<file path="src/pkg/tcsr_pkg.sv">
package tcsr_pkg;

    ////////////////////////////////////////////////////////////////////
    // Register numbers
    localparam logic [7:0] TCSR_TILE_CONTROL = 8'h02;
    localparam logic [7:0] TCSR_BOOT_STATUS  = 8'h03;
    localparam logic [7:0] TCSR_PROTECTION   = 8'h05;
    localparam logic [7:0] TCSR_OSC_CONTROL  = 8'h06;
    localparam logic [7:0] TCSR_OSC_COUNT0   = 8'h07;
    localparam int         TCSR_NUM_OSC      = 4;

    ////////////////////////////////////////////////////////////////////
    // Tile control fields
    localparam int TCSR_TXDLY_LSB = 18;
    localparam int TCSR_TXDLY_W   = 8;
    localparam int TCSR_TXDIV_LSB = 9;
    localparam int TCSR_TXDIV_W   = 9;
    localparam int TCSR_PORT_EN   = 8;
    localparam int TCSR_DIV_DYN   = 5;
    localparam int TCSR_DIV_EN    = 4;
    localparam logic [31:0] TCSR_CTRL_MASK  = 32'h03FF_FF30;
    localparam logic [31:0] TCSR_CTRL_RESET = 32'h0000_0000;

    ////////////////////////////////////////////////////////////////////
    // Boot status fields
    localparam int TCSR_BS_PROC_LSB = 16;
    localparam int TCSR_BS_OVERRIDE = 8;
    localparam int TCSR_BS_CORE1    = 5;
    localparam int TCSR_BS_NO_POLL  = 4;
    localparam int TCSR_BS_RAM      = 3;
    localparam int TCSR_BS_JTAG     = 2;
    localparam int TCSR_BS_PLL_LSB  = 0;

    ////////////////////////////////////////////////////////////////////
    // Protection settings fields
    localparam int TCSR_PR_WLOCK    = 31;
    localparam int TCSR_PR_GDEBUG   = 14;
    localparam int TCSR_PR_MLOCK    = 12;
    localparam int TCSR_PR_SLOCK    = 8;
    localparam int TCSR_PR_REDUND   = 7;
    localparam int TCSR_PR_PBOOT    = 5;
    localparam int TCSR_PR_PLLJTAG  = 4;
    localparam int TCSR_PR_TAPJTAG  = 0;
    localparam logic [31:0] TCSR_PROT_MASK = 32'h8000_5FB1;

    ////////////////////////////////////////////////////////////////////
    // Oscillator control fields
    localparam int TCSR_OSC_CORE = 1;
    localparam int TCSR_OSC_PERI = 0;
    localparam logic [1:0] TCSR_OSC_RESET = 2'h0;
    localparam int TCSR_CNT_W = 16;

endpackage

</file>
<file path="src/tcsr_regs.sv">
module tcsr_regs
    import tcsr_pkg::*;
(
    // Clock and reset
    input  wire logic                   ref_clk,
    input  wire logic                   rst_n,
    // Status access port
    input  wire logic                   ps_wr,
    input  wire logic                   ps_rd,
    input  wire logic [7:0]             ps_num,
    input  wire logic [31:0]            ps_wdata,
    output logic      [31:0]            ps_rdata,
    output logic                        ps_rvalid,
    // Boot straps and status
    input  wire logic [7:0]             proc_number,
    input  wire logic                   core1_powered,
    input  wire logic                   boot_from_ram,
    input  wire logic                   boot_from_jtag,
    input  wire logic                   skip_otp_poll,
    input  wire logic [1:0]             boot_pll_mode,
    input  wire logic [31:0]            otp_security_word,
    // Thread activity
    input  wire logic                   threads_all_paused,
    // Oscillator edges, one pulse per oscillator edge
    input  wire logic [TCSR_NUM_OSC-1:0] osc_tick,
    // Transmit port timing
    output logic                        rgmii_port_en,
    output logic                        rgmii_tx_clk,
    output logic                        rgmii_tx_data_strobe,
    // Low-power clock divider
    output logic                        core_clk_divide,
    // Protection outputs
    output logic                        global_debug_block,
    output logic                        otp_master_lock,
    output logic [3:0]                  otp_sector_lock,
    output logic                        otp_redundancy_en,
    output logic                        protected_boot_select,
    output logic                        pll_jtag_block,
    output logic                        tap_jtag_block,
    // Oscillator run state
    output logic                        core_oscillator_run,
    output logic                        peripheral_oscillator_run
);

    ////////////////////////////////////////////////////////////////////
    // Declarations
    logic [31:0]              ctrl_q;
    logic [31:0]              prot_q;
    logic [1:0]               osc_ctrl_q;
    logic [31:0]              boot_q;
    logic [TCSR_TXDIV_W-1:0]  div_cnt_q;
    logic                     tx_clk_q;
    logic [TCSR_TXDLY_W-1:0]  dly_cnt_q;
    logic                     dly_busy_q;
    logic                     strobe_q;
    logic                     cdiv_q;
    logic [31:0]              rdata_q;
    logic                     rvalid_q;
    // Oscillator counts start at zero at power-up only; reset leaves them alone
    logic [TCSR_CNT_W-1:0]    osc_cnt_q [TCSR_NUM_OSC] = '{default: '0};

    wire                      wr_ctrl;
    wire                      wr_prot;
    wire                      wr_osc;
    wire [TCSR_TXDIV_W-1:0]   div_val;
    wire [TCSR_TXDIV_W-1:0]   div_half;
    wire [TCSR_TXDLY_W-1:0]   dly_val;
    wire                      div_wrap;
    wire                      tx_rise;
    wire                      tx_fall;
    wire                      cdiv_d;
    wire [31:0]               boot_d;
    wire [31:0]               osc_word;
    wire                      osc_sel;
    wire [1:0]                osc_idx;
    wire [31:0]               rd_mux;
    wire [TCSR_NUM_OSC-1:0]   osc_run;

    ////////////////////////////////////////////////////////////////////
    // Write decode
    // Locked protection writes are dropped without any answer to the writer
    // Boot status and oscillator counts have no write path at all
    assign wr_ctrl = ps_wr && (ps_num == TCSR_TILE_CONTROL);
    assign wr_prot = ps_wr && (ps_num == TCSR_PROTECTION)
                     && !prot_q[TCSR_PR_WLOCK];
    assign wr_osc  = ps_wr && (ps_num == TCSR_OSC_CONTROL);

    // Tile control register
    always_ff @(posedge ref_clk) begin
        if (!rst_n) begin
            ctrl_q <= TCSR_CTRL_RESET;
        end else if (wr_ctrl) begin
            ctrl_q <= ps_wdata & TCSR_CTRL_MASK;
        end
    end

    // Protection settings, loaded from OTP during reset
    always_ff @(posedge ref_clk) begin
        if (!rst_n) begin
            prot_q <= otp_security_word & TCSR_PROT_MASK;
        end else if (wr_prot) begin
            prot_q <= ps_wdata & TCSR_PROT_MASK;
        end
    end

    // Oscillator control
    always_ff @(posedge ref_clk) begin
        if (!rst_n) begin
            osc_ctrl_q <= TCSR_OSC_RESET;
        end else if (wr_osc) begin
            osc_ctrl_q <= ps_wdata[1:0];
        end
    end

    ////////////////////////////////////////////////////////////////////
    // Control field taps
    // Divider field holds the ratio minus one, exactly as software loads it
    assign dly_val  = ctrl_q[TCSR_TXDLY_LSB +: TCSR_TXDLY_W];
    assign div_val  = ctrl_q[TCSR_TXDIV_LSB +: TCSR_TXDIV_W];
    assign div_half = div_val >> 1;
    assign rgmii_port_en = ctrl_q[TCSR_PORT_EN];

    // Transmit clock counter events
    assign div_wrap = (div_cnt_q >= div_val);
    assign tx_rise  = rgmii_port_en && (div_cnt_q == div_val);
    assign tx_fall  = rgmii_port_en && (div_cnt_q == div_half);

    // Transmit clock divider counter
    // Restarts at zero after each match, so one period is divider plus one
    // A smaller divider written mid-count wraps at once rather than running on
    always_ff @(posedge ref_clk) begin
        if (!rst_n || !rgmii_port_en) begin
            div_cnt_q <= '0;
        end else if (div_wrap) begin
            div_cnt_q <= '0;
        end else begin
            div_cnt_q <= div_cnt_q + 1'b1;
        end
    end

    // Transmit clock level; rise wins when both match
    always_ff @(posedge ref_clk) begin
        if (!rst_n || !rgmii_port_en) begin
            tx_clk_q <= 1'b0;
        end else if (tx_rise) begin
            tx_clk_q <= 1'b1;
        end else if (tx_fall) begin
            tx_clk_q <= 1'b0;
        end
    end

    // Transmit data delay after each clock rise
    always_ff @(posedge ref_clk) begin
        if (!rst_n || !rgmii_port_en) begin
            dly_cnt_q  <= '0;
            dly_busy_q <= 1'b0;
        end else if (tx_rise) begin
            dly_cnt_q  <= dly_val;
            dly_busy_q <= (dly_val != '0);
        end else if (dly_busy_q) begin
            dly_cnt_q  <= dly_cnt_q - 1'b1;
            dly_busy_q <= (dly_cnt_q != 8'h01);
        end
    end

    // Data strobe issued once the delay has run out
    // A delay that outlasts the period is restarted by the next rise
    always_ff @(posedge ref_clk) begin
        if (!rst_n || !rgmii_port_en) begin
            strobe_q <= 1'b0;
        end else begin
            strobe_q <= (tx_rise && (dly_val == '0))
                        || (dly_busy_q && (dly_cnt_q == 8'h01));
        end
    end

    assign rgmii_tx_clk         = tx_clk_q;
    assign rgmii_tx_data_strobe = strobe_q;

    ////////////////////////////////////////////////////////////////////
    // Low-power divider engage, static or dynamic
    // Dynamic mode follows the pause flag one cycle late
    assign cdiv_d = ctrl_q[TCSR_DIV_EN]
                    && (!ctrl_q[TCSR_DIV_DYN] || threads_all_paused);

    always_ff @(posedge ref_clk) begin
        if (!rst_n) begin
            cdiv_q <= 1'b0;
        end else begin
            cdiv_q <= cdiv_d;
        end
    end

    assign core_clk_divide = cdiv_q;

    ////////////////////////////////////////////////////////////////////
    // Protection outputs
    // Master lock folds into every sector lock so each sector sees one bit
    assign global_debug_block    = prot_q[TCSR_PR_GDEBUG];
    assign otp_master_lock       = prot_q[TCSR_PR_MLOCK];
    assign otp_sector_lock       = prot_q[TCSR_PR_SLOCK +: 4]
                                   | {4{prot_q[TCSR_PR_MLOCK]}};
    assign otp_redundancy_en     = prot_q[TCSR_PR_REDUND];
    assign protected_boot_select = prot_q[TCSR_PR_PBOOT];
    assign pll_jtag_block        = prot_q[TCSR_PR_PLLJTAG];
    assign tap_jtag_block        = prot_q[TCSR_PR_TAPJTAG];

    ////////////////////////////////////////////////////////////////////
    // Boot status word, sampled every cycle
    // Bit 8 mirrors the protected boot select, the only override here
    assign boot_d = {8'h00,
                     proc_number,
                     7'h00,
                     prot_q[TCSR_PR_PBOOT],
                     2'h0,
                     core1_powered,
                     skip_otp_poll,
                     boot_from_ram,
                     boot_from_jtag,
                     boot_pll_mode};

    always_ff @(posedge ref_clk) begin
        if (!rst_n) begin
            boot_q <= '0;
        end else begin
            boot_q <= boot_d;
        end
    end

    ////////////////////////////////////////////////////////////////////
    // Oscillator counters, never reset
    // Core pair follows control bit 1, peripheral pair bit 0
    assign core_oscillator_run       = osc_ctrl_q[TCSR_OSC_CORE];
    assign peripheral_oscillator_run = osc_ctrl_q[TCSR_OSC_PERI];
    assign osc_run = {peripheral_oscillator_run, peripheral_oscillator_run,
                      core_oscillator_run, core_oscillator_run};

    for (genvar g = 0; g < TCSR_NUM_OSC; g++) begin : g_osc
        // Counts oscillator edges while running; ticks arrive already synchronous
        // No reset term, so a system reset keeps the count
        always_ff @(posedge ref_clk) begin
            if (osc_run[g] && osc_tick[g]) begin
                osc_cnt_q[g] <= osc_cnt_q[g] + 1'b1;
            end
        end
    end

    ////////////////////////////////////////////////////////////////////
    // Read selection
    // The gap at 0x04 and every unmapped number read as zero
    assign osc_sel  = (ps_num >= TCSR_OSC_COUNT0)
                      && (ps_num < TCSR_OSC_COUNT0 + 8'(TCSR_NUM_OSC));
    assign osc_idx  = 2'(ps_num - TCSR_OSC_COUNT0);
    assign osc_word = {16'h0000, osc_cnt_q[osc_idx]};

    assign rd_mux = (ps_num == TCSR_TILE_CONTROL) ? ctrl_q :
                    (ps_num == TCSR_BOOT_STATUS)  ? boot_q :
                    (ps_num == TCSR_PROTECTION)   ? prot_q :
                    (ps_num == TCSR_OSC_CONTROL)  ? {30'h0, osc_ctrl_q} :
                    osc_sel                       ? osc_word :
                    32'h0000_0000;

    // Read data register, one cycle after the request
    // Data holds until the next read, so software may take it late
    always_ff @(posedge ref_clk) begin
        if (!rst_n) begin
            rdata_q  <= '0;
            rvalid_q <= 1'b0;
        end else begin
            rdata_q  <= ps_rd ? rd_mux : rdata_q;
            rvalid_q <= ps_rd;
        end
    end

    assign ps_rdata  = rdata_q;
    assign ps_rvalid = rvalid_q;

endmodule // tcsr_regs

</file>
<file path="config.mk">
export PLATFORM = sky130hd
export DESIGN_NAME = tcsr_regs
export DESIGN_NICKNAME = d
export VERILOG_FILES = /design/src/pkg/tcsr_pkg.sv /design/src/tcsr_regs.sv
export SDC_FILE = /design/constraint.sdc
export NUM_CORES = 1
export LEC_CHECK = 0
export BUFFER_PORTS_ARGS = -buffer_cell sky130_fd_sc_hd__buf_2
export CELL_PAD_IN_SITES_DETAIL_PLACEMENT = 1
export CELL_PAD_IN_SITES_GLOBAL_PLACEMENT = 2
export CORE_MARGIN = 1.5
export CORE_UTILIZATION = 35
export DETAILED_ROUTE_END_ITERATION = 10
export GPL_TIMING_DRIVEN = 0
export PLACE_DENSITY_LB_ADDON = 0.1
export SLEW_MARGIN = 0
export SYNTH_ARGS = -nofsm -noshare
export SYNTH_HDL_FRONTEND = slang
export SYNTH_SLANG_ARGS = --single-unit
</file>
<file path="constraint.sdc">
create_clock -name ref_clk -period 7.6 [get_ports ref_clk]
set_clock_uncertainty 0.1 [all_clocks]
set_input_delay 1.14 -clock ref_clk [delete_from_list [all_inputs] [get_ports ref_clk]]
set_output_delay 1.14 -clock ref_clk [all_outputs]
set_load 0.005 [all_outputs]
</file>
### Word-level counts from Yosys, hierarchy flattened

Memory sizes are Yosys's and may differ from the RTL's.
Index checks and enable logic that the tools add are counted.
W data, S select, Z words.

| operators by class | value |
|---|---|
| $add $sub $neg | 7 |
| order comparisons | 3 |
| equal/unequal tests | 9 |
| multiplexer cells | 21 |
| bitwise gates (word level) | 1 |
| reduce and logical (&&, ||, !) cells | 26 |

Operators with widths:

| cell | count |
|---|---|
| $mux W32 | 5 |
| $add A16 B1 Y16 const B | 4 |
| $mux W16 | 2 |
| $eq A8 B2 Y1 const B | 2 |
| $eq A8 B3 Y1 const B | 2 |
| $mux W8 | 2 |
| $logic_and A1 B1 Y1 | 14 |
| $mux W1 | 12 |
| $add A9 B1 Y9 const B | 1 |
| $eq A9 B8 Y1 | 1 |
| $eq A9 B9 Y1 | 1 |
| $ge A9 B9 Y1 | 1 |
| $eq A8 B1 Y1 const B | 1 |
| $ge A8 B3 Y1 const B | 1 |
| $logic_not A8 Y1 | 1 |
| $lt A8 B4 Y1 const B | 1 |
| $ne A8 B1 Y1 const B | 1 |
| $reduce_bool A8 Y1 | 1 |
| $sub A8 B1 Y8 const B | 1 |
| $logic_not A1 Y1 | 4 |
| $or A4 B4 Y4 | 1 |
| $reduce_bool A2 Y1 | 2 |
| $logic_or A1 B1 Y1 | 3 |
| $ne A2 B1 Y1 const B | 1 |
| other kinds (2) | 2 |

| word-level totals | value |
|---|---|
| register bits after elaboration | 119 |
| RAM bits | 64 |
| input bits | 95 |
| output and inout bits | 49 |
| word-level logic and storage cells | 81 |
| memories kept | 1 |

Memory list:

| name | words | bits a word | read ports | clocked after memory_dff | wr ports | line | RTL |
|---|---|---|---|---|---|---|---|
| osc_cnt_q | 4 | 16 | 5 | 0 | 4 | tcsr_regs.sv:60 | `logic [TCSR_CNT_W-1:0] osc_cnt_q [TCSR_NUM_OSC] = '{default: '0};` |

### Logic depth before layout (Yosys ltp)

| logic depth | value |
|---|---|
| depth in word-level cells | 7 |
| mapped depth | 10 |
| mapped depth without buffers | 6 |

### Worst setup path after synthesis

Ideal clock, no wire load.

| timing | value |
|---|---|
| path kind | in2reg |
| start point | in ps_num[0] |
| end point | reg rdata_q[15] (netlist: ps_rdata[15]) |
| library setup time | 0.136 ns |
| arrival | 3.006 ns |
| data required time | 7.364 ns |
| path slack | 4.357 ns |
| cell stages on the path | 9 |
| buffers on the path | 4 |
| cells stage by stage | buf_2 -> buf_2 -> inv_1 -> ha_1 -> buf_2 -> clkbuf_1 -> mux4_2 -> nand3_1 -> a31oi_1 |

| between the ends | value |
|---|---|
| word-level cells in the longest chain between the ends | 7 |
| elaborated cells on any way between the ends | 14 |
| those cells by class | 1 x add/sub; 2 x order compare; 4 x eq/ne; 5 x mux; 1 x reduce/logical; 1 x memory |

RTL lines:

| what | line | RTL |
|---|---|---|
| from (decl) | tcsr_regs.sv:10 | `input wire logic [7:0] ps_num,` |
| $sub A2 B2 Y2 (tied with other cells) | tcsr_regs.sv:253 | `assign osc_idx = 2'(ps_num - TCSR_OSC_COUNT0);` |
| $mem_v2 Z4 W16 or $logic_and A1 B1 Y1 (tied branches) | - |  |
| $mux W16 | tcsr_regs.sv:260 | `osc_sel ? osc_word :` |
| $mux W16 | tcsr_regs.sv:259 | `(ps_num == TCSR_OSC_CONTROL) ? {30'h0, osc_ctrl_q} :` |
| $mux W32 | tcsr_regs.sv:258 | `(ps_num == TCSR_PROTECTION) ? prot_q :` |
| $mux W32 | tcsr_regs.sv:257 | `(ps_num == TCSR_BOOT_STATUS) ? boot_q :` |
| $mux W32 (*) | tcsr_regs.sv:256 | `assign rd_mux = (ps_num == TCSR_TILE_CONTROL) ? ctrl_q :` |
| to (signal assigned) | tcsr_regs.sv:270 | `rdata_q <= ps_rd ? rd_mux : rdata_q;` |
| to (decl) | tcsr_regs.sv:57 | `logic [31:0] rdata_q;` |

Every way passes the cells marked *; elsewhere a longest branch is shown, timed or not.
A chain may end at the register's enable or synchronous reset.

### Worst setup path after layout

Same ends and word-level chain as after synthesis.

==> key figures <==
Yosys
  – Sequential element share of the synthesized area: 0.5033
  – Synth Register Bits: about 160
  – Synth Cell Area: 0.007895 sq mm
  – Synth area leaders: edfxtp_1 (29%), dfxtp_1 (22%), xnor2_1 (5.8%), mux4_2 (4.6%), nand3_1 (4.5%)
  – Synth cell types: 55
  – Synth Area per Inst: between 10 and 15 sq um
  – Ys flop type: dfxtp_1
  – Post-synth top area cell: edfxtp_1
  – EDFF count, synth: 75
  – Cells after Synth: approximately 750
  – Post-synth top area share: 0.2853
  – Synth Warn #: 0
  – Post-synth ARST share: 0

Floorplan
  – Initial Util: 0.3595
  – Core Rows: 54
  – Core area: 0.02196 sq mm
  – Die Height: 153.2 um
  – Die area: 0.02347 sq mm
  – I/O pins: 144
  – Horiz. Die Dim: 153.2 um

Clock tree
  – Root buffer cell: clkbuf_16
  – CTS resizes: 0
  – Clock Pin Slew Worst Setup and Hold Paths: around 0.07 ns
  – Max Root-Sink Buffers: 2
  – CTS buffer count: 17
  – Post-CTS setup buffer count: 0
  – Clk Latency, worst-skew pair: roughly 0.43 ns
  – Cts-stage hold buffer count: 0
  – CTS sink cnt: roughly 160
  – CTS tree: built
  – H-tree depth: 4

Timing
  – Crit path time final: 3.455 ns
  – Hold slack: 0.3699 ns
  – Aggregate negative setup slack: 0 ns
  – RSZ-0062 raised after global routing: no
  – Worst Tran Pin Value: between 0.8 and 0.9 ns
  – Slew Viols, Final: 0
  – Max Clk Rate: 289.4 MHz
  – Endpoints failing setup: 0
  – Hold Fails Final Rpt: 0
  – Max-Slew Margin vs Limit: 0.4285
  – Setup ws final: 4.145 ns
  – Tcrit/Tclk final: 0.4547

Routing
  – Routed WL: 24670 um
  – Initial drt markers: 378
  – First-pass DRT Iterations: 8
  – WL/cell: approximately 21 um
  – Final ANT Viol Nets: 0
  – Drc violations: 10
  – WL met2: approximately 12000 um
  – DR top layer: met4
  – Met1 Wirelength: 11820 um
  – Vias/cell: 5.402
  – Wire length on met3: 1049 um
  – DR vias: 6369

Layout
  – Share of layout cells above drive strength 1: 0.1993
  – # nets final: 999
  – Most common cell after layout, fill and taps aside: buf_2
  – Fin cells: 1179
  – Most frequent cells in the layout: buf_2 (117), dfxtp_1 (86), edfxtp_1 (75), nand3_1 (71), nand2_1 (69)
  – Layout area overhead: 18.64%

Outcome
  – Status: finished, violations left
  – Failing checks: DRC

Critical path
  – CP arrival: 3.63 ns
  – R2R depth: 8
  – CP Capture Type: register
  – Crit-path cells: buf_2 > buf_2 > buf_2 > inv_1 > ha_1 > buf_2 > clkbuf_1 > mux4_2 > nand3_1 > a31oi_1
  – CP Class: in -> reg
  – Worst-path maximum fanout: 10
  – CP Launch Type: primary input
  – Crit path max-delay cell type: clkbuf_1
  – Buf+Inv Stages, Crit Path: 6
  – Most frequent CP cell: buf_2
  – Worst stage delay on the critical path: 0.51 ns
  – WP depth: 10
  – Setup crit start: ps_num[0]
  – Worst endpoint required time: 7.77 ns
  – CP delay by family, top: buffers and inverters
  – RR Startpoint: div_cnt_q[0]

Min path
  – Hold Crit Depth: 2
  – Worst Hold Class: reg -> reg
  – Hold Crit Start: ps_rdata[31]

Global route
  – Grt total ovfl: 0
  – Vias in the first global route: 6588
  – Largest net degree at the start of global routing: 18
  – First-pass GRT wire length: 38450 um
  – GRT Total Usage: 0.2165
  – Initial antenna violation count: 1

Flow run
  – Maxcap violations: 0

Placement
  – Place WS: about 3.7 ns
  – RePlAce Congestion: 0.8911
  – DP HPWL: 19000 um
  – IO buf count: 109
  – Dpl cells: 1146

Pwr
  – Leakage dissipation: 3.398 nW
  – Pwr dens: 199.1 mW/mm^2
  – Worst vdd ir: 0.1303 mV
  – Total power: 1.865 mW
## sequential cells by signal, indices dropped and copies added, names as in the netlist
register,count
prot_q,11
div_cnt_q,9
ps_rdata,27
dly_cnt_q,8
ctrl_q,20
osc_ctrl_q,2
rgmii_tx_data_strobe,1
rgmii_tx_clk,1
core_clk_divide,1
ps_rvalid,1
dly_busy_q,1
osc_cnt_q,64
boot_q,15
## power by group
part           total, mW  leakage [nW]  internal, mW  switching, mW
clock network      0.836         0.274         0.434          0.402
registers          0.921          1.38         0.913        0.00838
logic              0.108          1.74        0.0458         0.0620
## metrics by stage
stage / utilization / instance area, sq um
4_1_cts: 0.4264 / 9364
3_5_place_dp: 0.4010 / 8806
2_1_floorplan: - / 7910
3_3_place_gp: 0.4010 / 8806
6_report: 0.4266 / 9366
5_1_grt: 0.4264 / 9364
## cell usage after synthesis (20+ instances only)
cell and n:
edfxtp_1 75, clkbuf_1 28, and2_1 20, inv_1 24, dfxtp_1 86, nand4_1 25, nor2_1 27, a21oi_1 48
nand2_1 69, xor2_1 26, xnor2_1 52, nand3_1 71
## cell families (layout without fill, tap and decap cells)
| group | count (synthesis) | in the layout | synth area share |
|---|---|---|---|
| and+or+nand+nor | 279 | 279 | 0.1864 |
| DFF | 161 | 161 | 0.5033 |
| AOI/OAI and AO/OA | 116 | 116 | 0.09239 |
| xor gates and xnor gates | 78 | 78 | 0.08653 |
| buffers and inverters | 70 | 211 | 0.03693 |
| muxes | 29 | 29 | 0.06387 |
| adders and majority gates | 19 | 19 | 0.03011 |
| other | 1 | 6 | 0.0004750 |
## final cells by class
cell class | count | area (sq um)
Sequential cell | 161 | 3974
Buffer | 44 | 193.9
Antenna cell | 1 | 2.502
Timing Repair Buffer | 109 | 545.5
Inverter | 26 | 97.59
Tap cell | 280 | 350.3
Clock inverter | 15 | 132.6
Multi-Input combinational cell | 526 | 3645
Clock buffer | 17 | 425.4
Fill cell | 2496 | 12590
## metal layers
| layer | track usage | vias up |
|---|---|---|
| met1 | 0.3044 | 3183 |
| li1 | - | 3017 |
| met2 | 0.3426 | 153 |
| met5 | 0 | - |
| met3 | 0.04310 | 16 |
| met4 | 0.05182 | 0 |
## final timing paths
kind / endpoint / slack, ns
setup / recovery: ps_rdata[15] / 4.14
hold / removal: ps_rdata[31] / 0.37
setup reg to reg: dly_cnt_q[1] / 5.10
hold reg to reg: ps_rdata[31] / 0.37
## worst min-delay path, stage by stage (launching register included)
cell	delay [ns]
dfxtp_1	0.32
nand2_1	0.06
a21oi_1	0.05
(Power assumes the default switching activity.)
